[src/aix_pkg.sv]
// Function
// a status bit reads 1 if its event occurred since the last read
// reading status clears it, except level-mode bits whose source is still true
// masked status bits always read 0; both status registers reset to zero
// mask 1 lets a source set status and drive the pin; masks reset zero
// each mask bit gates the status bit in the same position
// high and low mode bits form code: 00 rise, 01 fall, 10 level, 11 none
// rising fires on arrival, falling on removal, level while condition holds
// trigger modes never change the pin's electrical active level
// group one mode registers reset to zero, giving rising-edge triggering
// transmitter slip fires on every dropped or repeated transmit sample
// transmitter slip also fires on new block sync when that pin is input
// output slip fires on sample slips only while the output port is slave
// channel-status buffer fires on each D-to-E and each E-to-F completion
// receiver error fires on any receiver error; cause kept elsewhere
// user-data buffer sources fire on transfers only in block mode
// q-subcode source fires when a new complete block is readable
// host must read the whole q-subcode block within 588 frames
// status one: tx slip 7, out slip 6, cs bits 2 and 1, error 0
// status two: user D-to-E 3, user E-to-F 2, q-subcode 1
// polarity field: 00 high, 01 low push-pull, 10 open-drain low; resets 00
// group two has its own mode pair at 0dh and 0eh, reset zero
// pin active while any unmasked status bit is pending, at chosen polarity
package aix_pkg;
    localparam logic [6:0] ADDR_CONTROL1 = 7'h01;
    localparam logic [6:0] ADDR_STATUS1 = 7'h07;
    localparam logic [6:0] ADDR_STATUS2 = 7'h08;
    localparam logic [6:0] ADDR_MASK1 = 7'h09;
    localparam logic [6:0] ADDR_MODE1_HIGH = 7'h0a;
    localparam logic [6:0] ADDR_MODE1_LOW = 7'h0b;
    localparam logic [6:0] ADDR_MASK2 = 7'h0c;
    localparam logic [6:0] ADDR_MODE2_HIGH = 7'h0d;
    localparam logic [6:0] ADDR_MODE2_LOW = 7'h0e;

    localparam int BIT_TX_SLIP = 7;
    localparam int BIT_OUT_SLIP = 6;
    localparam int BIT_CS_D_TO_E = 2;
    localparam int BIT_CS_E_TO_F = 1;
    localparam int BIT_RX_FAULT = 0;
    localparam int BIT_UD_D_TO_E = 3;
    localparam int BIT_UD_E_TO_F = 2;
    localparam int BIT_Q_SUBCODE = 1;
    localparam int POL_LSB = 1;

    localparam logic [7:0] VALID1 = 8'hc7;
    localparam logic [7:0] VALID2 = 8'h0e;
    localparam logic [7:0] RESET_BYTE = 8'h00;
    localparam logic [1:0] RESET_POL = 2'h0;

    localparam logic [1:0] MODE_RISE = 2'h0;
    localparam logic [1:0] MODE_FALL = 2'h1;
    localparam logic [1:0] MODE_LEVEL = 2'h2;

    typedef enum logic [1:0] {
        POL_ACTIVE_HIGH = 2'h0,
        POL_ACTIVE_LOW = 2'h1,
        POL_OPEN_DRAIN = 2'h2,
        POL_RESERVED = 2'h3
    } aix_pol_type;

    typedef struct packed {
        logic txSampleSlip;
        logic txBlockSync;
        logic txBlockSyncIsOutput;
        logic outPortSlip;
        logic outPortMaster;
        logic csDtoEDone;
        logic csEtoFDone;
        logic receiverFaultFlag;
        logic udDtoEDone;
        logic udEtoFDone;
        logic udBlockMode;
        logic qSubcodeReady;
    } aix_src_type;

    typedef struct packed {
        logic [6:0] addr;
        logic wrEn;
        logic [7:0] wrData;
        logic rdEn;
    } aix_req_type;
endpackage
[src/aix_irq_unit.sv]
`timescale 1ns/100ps
`default_nettype none
module aix_irq_unit (
    input wire logic clk,
    input wire logic resetn,
    input wire aix_pkg::aix_src_type src,
    input wire aix_pkg::aix_req_type req,
    output logic [7:0] regRdData_r,
    output logic intPinOut_r,
    output logic intPinOe_r
);
    // per-bit trigger from condition, previous condition and mode code
    function automatic logic [7:0] trigVec(input logic [7:0] cond, input logic [7:0] prev,
                                           input logic [7:0] modeH, input logic [7:0] modeL);
        logic [7:0] t;
        t = 8'h00;
        for (int i = 0; i < 8; i++) begin
            unique case ({modeH[i], modeL[i]})
                aix_pkg::MODE_RISE: t[i] = cond[i] & ~prev[i];
                aix_pkg::MODE_FALL: t[i] = ~cond[i] & prev[i];
                aix_pkg::MODE_LEVEL: t[i] = cond[i];
                default: t[i] = 1'b0;
            endcase
        end
        return t;
    endfunction

    function automatic logic [7:0] regWrite(input aix_pkg::aix_req_type r, input logic [6:0] a,
                                            input logic [7:0] cur, input logic [7:0] valid);
        return (r.wrEn && r.addr == a) ? (r.wrData & valid) : cur;
    endfunction

    logic [7:0] stat1_r, stat2_r, mask1_r, mask2_r;
    logic [7:0] mode1H_r, mode1L_r, mode2H_r, mode2L_r;
    logic [7:0] prev1_r, prev2_r;
    logic [1:0] pol_r;
    logic [7:0] mask1_nxt, mask2_nxt, stat1_nxt, stat2_nxt;
    logic [7:0] cond1, cond2, trig1, trig2;
    logic rdStat1, rdStat2, irqActive;

    always_comb begin
        cond1 = 8'h00;
        cond1[aix_pkg::BIT_TX_SLIP] = src.txSampleSlip
            | (src.txBlockSync & ~src.txBlockSyncIsOutput);
        cond1[aix_pkg::BIT_OUT_SLIP] = src.outPortSlip & ~src.outPortMaster;
        cond1[aix_pkg::BIT_CS_D_TO_E] = src.csDtoEDone;
        cond1[aix_pkg::BIT_CS_E_TO_F] = src.csEtoFDone;
        cond1[aix_pkg::BIT_RX_FAULT] = src.receiverFaultFlag;
        cond2 = 8'h00;
        cond2[aix_pkg::BIT_UD_D_TO_E] = src.udDtoEDone & src.udBlockMode;
        cond2[aix_pkg::BIT_UD_E_TO_F] = src.udEtoFDone & src.udBlockMode;
        cond2[aix_pkg::BIT_Q_SUBCODE] = src.qSubcodeReady;
    end

    assign trig1 = trigVec(cond1, prev1_r, mode1H_r, mode1L_r);
    assign trig2 = trigVec(cond2, prev2_r, mode2H_r, mode2L_r);
    assign rdStat1 = req.rdEn && req.addr == aix_pkg::ADDR_STATUS1;
    assign rdStat2 = req.rdEn && req.addr == aix_pkg::ADDR_STATUS2;
    assign mask1_nxt = regWrite(req, aix_pkg::ADDR_MASK1, mask1_r, aix_pkg::VALID1);
    assign mask2_nxt = regWrite(req, aix_pkg::ADDR_MASK2, mask2_r, aix_pkg::VALID2);

    // set wins over the read clear; level bits re-set while the source holds
    assign stat1_nxt = ((rdStat1 ? 8'h00 : stat1_r) | trig1)
        & mask1_nxt & aix_pkg::VALID1;
    assign stat2_nxt = ((rdStat2 ? 8'h00 : stat2_r) | trig2)
        & mask2_nxt & aix_pkg::VALID2;
    assign irqActive = (stat1_r != 8'h00) || (stat2_r != 8'h00);

    // status registers
    always_ff @(posedge clk or negedge resetn) begin
        if (!resetn) begin
            stat1_r <= aix_pkg::RESET_BYTE;
            stat2_r <= aix_pkg::RESET_BYTE;
        end else begin
            stat1_r <= stat1_nxt;
            stat2_r <= stat2_nxt;
        end
    end

    // previous source conditions for edge detection
    always_ff @(posedge clk or negedge resetn) begin
        if (!resetn) begin
            prev1_r <= aix_pkg::RESET_BYTE;
            prev2_r <= aix_pkg::RESET_BYTE;
        end else begin
            prev1_r <= cond1;
            prev2_r <= cond2;
        end
    end

    // masks, modes and pin polarity
    always_ff @(posedge clk or negedge resetn) begin
        if (!resetn) begin
            mask1_r <= aix_pkg::RESET_BYTE;
            mask2_r <= aix_pkg::RESET_BYTE;
            mode1H_r <= aix_pkg::RESET_BYTE;
            mode1L_r <= aix_pkg::RESET_BYTE;
            mode2H_r <= aix_pkg::RESET_BYTE;
            mode2L_r <= aix_pkg::RESET_BYTE;
            pol_r <= aix_pkg::RESET_POL;
        end else begin
            mask1_r <= mask1_nxt;
            mask2_r <= mask2_nxt;
            mode1H_r <= regWrite(req, aix_pkg::ADDR_MODE1_HIGH, mode1H_r, aix_pkg::VALID1);
            mode1L_r <= regWrite(req, aix_pkg::ADDR_MODE1_LOW, mode1L_r, aix_pkg::VALID1);
            mode2H_r <= regWrite(req, aix_pkg::ADDR_MODE2_HIGH, mode2H_r, aix_pkg::VALID2);
            mode2L_r <= regWrite(req, aix_pkg::ADDR_MODE2_LOW, mode2L_r, aix_pkg::VALID2);
            if (req.wrEn && req.addr == aix_pkg::ADDR_CONTROL1) begin
                pol_r <= req.wrData[aix_pkg::POL_LSB +: 2];
            end
        end
    end

    // read data, one cycle after the read strobe
    always_ff @(posedge clk or negedge resetn) begin
        if (!resetn) begin
            regRdData_r <= aix_pkg::RESET_BYTE;
        end else if (req.rdEn) begin
            unique case (req.addr)
                aix_pkg::ADDR_CONTROL1: regRdData_r <= {5'h00, pol_r, 1'b0};
                aix_pkg::ADDR_STATUS1: regRdData_r <= stat1_r;
                aix_pkg::ADDR_STATUS2: regRdData_r <= stat2_r;
                aix_pkg::ADDR_MASK1: regRdData_r <= mask1_r;
                aix_pkg::ADDR_MODE1_HIGH: regRdData_r <= mode1H_r;
                aix_pkg::ADDR_MODE1_LOW: regRdData_r <= mode1L_r;
                aix_pkg::ADDR_MASK2: regRdData_r <= mask2_r;
                aix_pkg::ADDR_MODE2_HIGH: regRdData_r <= mode2H_r;
                aix_pkg::ADDR_MODE2_LOW: regRdData_r <= mode2L_r;
                default: regRdData_r <= 8'h00;
            endcase
        end
    end

    // pin drive; level follows pending status, active level set only by the polarity field
    always_ff @(posedge clk or negedge resetn) begin
        if (!resetn) begin
            intPinOut_r <= 1'b0;
            intPinOe_r <= 1'b1;
        end else begin
            unique case (aix_pkg::aix_pol_type'(pol_r))
                aix_pkg::POL_ACTIVE_HIGH: begin
                    intPinOut_r <= irqActive;
                    intPinOe_r <= 1'b1;
                end
                aix_pkg::POL_ACTIVE_LOW: begin
                    intPinOut_r <= ~irqActive;
                    intPinOe_r <= 1'b1;
                end
                aix_pkg::POL_OPEN_DRAIN: begin
                    intPinOut_r <= 1'b0;
                    intPinOe_r <= irqActive;
                end
                aix_pkg::POL_RESERVED: begin
                    intPinOut_r <= 1'b0;
                    intPinOe_r <= 1'b0;
                end
            endcase
        end
    end
endmodule
`default_nettype wire

[config.mk]
export PLATFORM = sky130hd
export DESIGN_NAME = aix_irq_unit
export DESIGN_NICKNAME = d
export VERILOG_FILES = /design/src/aix_pkg.sv /design/src/aix_irq_unit.sv
export SDC_FILE = /design/constraint.sdc
export NUM_CORES = 1
export LEC_CHECK = 0
export BUFFER_PORTS_ARGS = -buffer_cell sky130_fd_sc_hd__buf_2
export CAP_MARGIN = 30
export CORE_UTILIZATION = 42
export CTS_CLUSTER_DIAMETER = 150
export DETAILED_ROUTE_END_ITERATION = 7
export GPL_ROUTABILITY_DRIVEN = 1
export MAX_ROUTING_LAYER = met4
export PLACE_DENSITY = 0.65
export SLEW_MARGIN = 25
export SYNTH_ARGS = -nofsm -noshare
export SYNTH_HDL_FRONTEND = slang
export SYNTH_SLANG_ARGS = --single-unit
export TNS_END_PERCENT = 5
[constraint.sdc]
create_clock -name clk -period 2.5 [get_ports clk]
set_clock_uncertainty 0.05 [all_clocks]
set_input_delay 0.125 -clock clk [delete_from_list [all_inputs] [get_ports clk]]
set_output_delay 0.125 -clock clk [all_outputs]
set_load 0.1 [all_outputs]
==> impl_metrics.ini <==
[run_status]
outcome = finished, final reports clean

[critical_path]
arrival_ns = 1.84
endpoint_kind = register
cp.required_ns = 2.64
critical_path_class = in2reg
critPathMaxFanout = 6
start_kind = primary input

[yosys]
synth-async-reset-ratio_pct = 100
synth_top_area_cell = dfrtp_1
synth_flop_cell = dfrtp_1
ys_seq_elements = 50
yosysTopAreaCellShare_pct = 49.3
synth.most_common_cell = dfrtp_1
ys_types = 45
synth_edf_count = 0
syn_area_sq_um = 2480
syn_avg_cell_area_sq_um = 11.2
synth_area_leaders = dfrtp_1, mux2_2, nand2_1
netlist_instances = 222
yosysWarnings = 0
synth_common_cells = dfrtp_1, mux2_2, nand2_1
synth-seq-area-share_pct = 50.4

[sta]
post-route-min-period_ns = 1.70
maxSlewHeadroom_pct = 64.8
tightest_slew_ns = 0.521
finalSetupViolations = 0
tns_ns = 0
fin_ws_ns = 0.800
drv_slew = 0
fmax_mhz = 588
hold_viol = 0
rsz0062_at_grt = no
period_share_pct = 68.0

[cts]
cts-buffers-inserted = 5
post_cts_buffers = 0
cts_tree = done
clock_path_buffers = 2
clk_pin_slew_ns = 0.08
cts_root_buf = clkbuf_8
h-tree-depth = 2
clock-sinks = 50
worstSkewPairLatency_ns = 0.30

[place]
port_buffers = 36
dp.final_hpwl_um = 3730
gp_congestion = 0.800
preCtsSetupSlack_ns = 0.486

[global_route]
antenna_found_initial = 0
grt_pass1_wl_um = 8820
grt_pass1_vias = 1803
grt_overflow = 0
grt_max_degree = 27
grt_use_total_pct = 19.2

[route]
via_count = 1797
drt_iter0_drc = 133
drcViolationCount = 0
wl_per_cell_um = 15.2
wl_um = 5140
ant_nets = 0
drt-vias-per-instance = 5.33
dr.pass1.iters = 4

[finish]
layout-drive-gt1-share_pct = 32.8
final-seq-area_sq_um = 1250
fin_util_pct = 51.5
diodes = 0
syn_to_final_growth_pct = 16.3
nets = 296
fillCellCount = 529
multi_input_area_sq_um = 1130

[run]
maxCapViolations = 0

[floorplan]
coreArea_sq_um = 5610
die_x_um = 78.9
io_pins = 41
row_count = 27
design.die.area_sq_um = 6230
initial_core_util_pct = 44.3
die_h_um = 78.9

[power]
peakVddDrop_v = 0.000227
cellPowerDensity_nw_per_um2 = 594
p_leak_nw = 1.36

[hold_path]
min_path_type = in2reg
[cells in the final DEF, fill, tap and decap left out, types with 2 or more instances in the layout]
| cell | count |
|---|---|
| dfrtp_1 | 49 |
| buf_2 | 36 |
| mux2_2 | 30 |
| nand2_1 | 18 |
| nor2_1 | 16 |
| inv_1 | 12 |
| a22oi_1 | 7 |
| nor2b_1 | 6 |
| nand2b_1 | 6 |
| nor3_1 | 6 |
| o22ai_1 | 6 |
| clkbuf_8 | 6 |
| and3_1 | 5 |
| dlygate4sd3_1 | 5 |
| nand3_1 | 4 |
| and2_1 | 4 |
| a21oi_1 | 4 |
| a32oi_1 | 4 |
| buf_4 | 4 |
| nor4_1 | 3 |
| a21boi_0 | 3 |
| a221o_1 | 3 |
| o22a_1 | 3 |
| nor3b_4 | 2 |
| a21boi_2 | 2 |
| conb_1 | 2 |
[critical path: stages]
cell	delay (ns)
buf_2	0.10
or3_4	0.42
nor3b_4	0.21
buf_4	0.18
nor3b_4	0.27
mux2_2	0.38
a21boi_2	0.15
[layer usage]
layer  up-vias  GRT usage, %  part of all wire (%)
met5         -             -                     0
met4         0          6.73                   1.5
met3         9          2.87                   4.7
met2        54          28.5                    44
met1       860          26.8                    50
li1        874             -                     -
[cell type report]
type	count	area share, %
Sequential cell	50	43.3
Multi-Input combinational cell	151	39.1
Timing Repair Buffer	45	9.00
Clock inverter	1	1.04
Clock buffer	6	2.86
Tap cell	72	3.12
Inverter	12	1.56
[metrics by stage]
| step | instances | hold slack, ns | cell area, sq um | power [W] |
|---|---|---|---|---|
| after floorplan | 223 | -0.221 | 2490 | 0.00108 |
| after global placement | 325 | 0.0918 | 2730 | 0.00115 |
| after global routing | 337 | 0.00243 | 2890 | 0.00180 |
| final | 337 | 0.00194 | 2890 | 0.00172 |
| after detailed placement | 325 | 0.0991 | 2730 | 0.00116 |
| after CTS | 337 | 0.00336 | 2890 | 0.00173 |
[sequential cells by signal (all words and copies together), names as in the netlist, 5 cells and up]
register,cells
mask1_r,5
mode1H_r,5
mode1L_r,5
prev1_r,5
regRdData_r,6
stat1_r,5
[cells by family after synthesis]
logic type	share of synthesized area [%]
AND/OR/NAND/NOR	17.8
XOR/XNOR	0.353
flip-flops	50.4
buffers and inverters	4.28
other	0.151
AO/OA/AOI/OAI	12.1
multiplexers	14.9
[path summary, 6_finish.rpt]
kind,slack [ns],end,cells after the start,from
setup / recovery,0.80,stat2_r[2],7,req[15]
hold / removal,0.002,prev1_r[7],2,src[11]
setup reg to reg,0.82,regRdData_r[1],5,stat2_r[1]
hold reg to reg,0.45,intPinOut_r,1,pol_r[1]
max in group asynchronous,1.38,mask1_r[0],3,resetn
min in group asynchronous,0.29,prev2_r[3],2,resetn
[repair_timing]
action	in CTS	in global routing
hold buffers	5	0
gates resized for setup	0	0
hold endpoints to repair	27	0
[power by group]
part / total (W) / switching, W / internal [W]
clock network: 0.000571 / 0.000251 / 0.000320
logic: 0.000250 / 0.000155 / 0.0000955
registers: 0.000895 / 0.0000358 / 0.000859
total: 0.00172 / 0.000441 / 0.00127
Power figures use the tool's default switching activity.
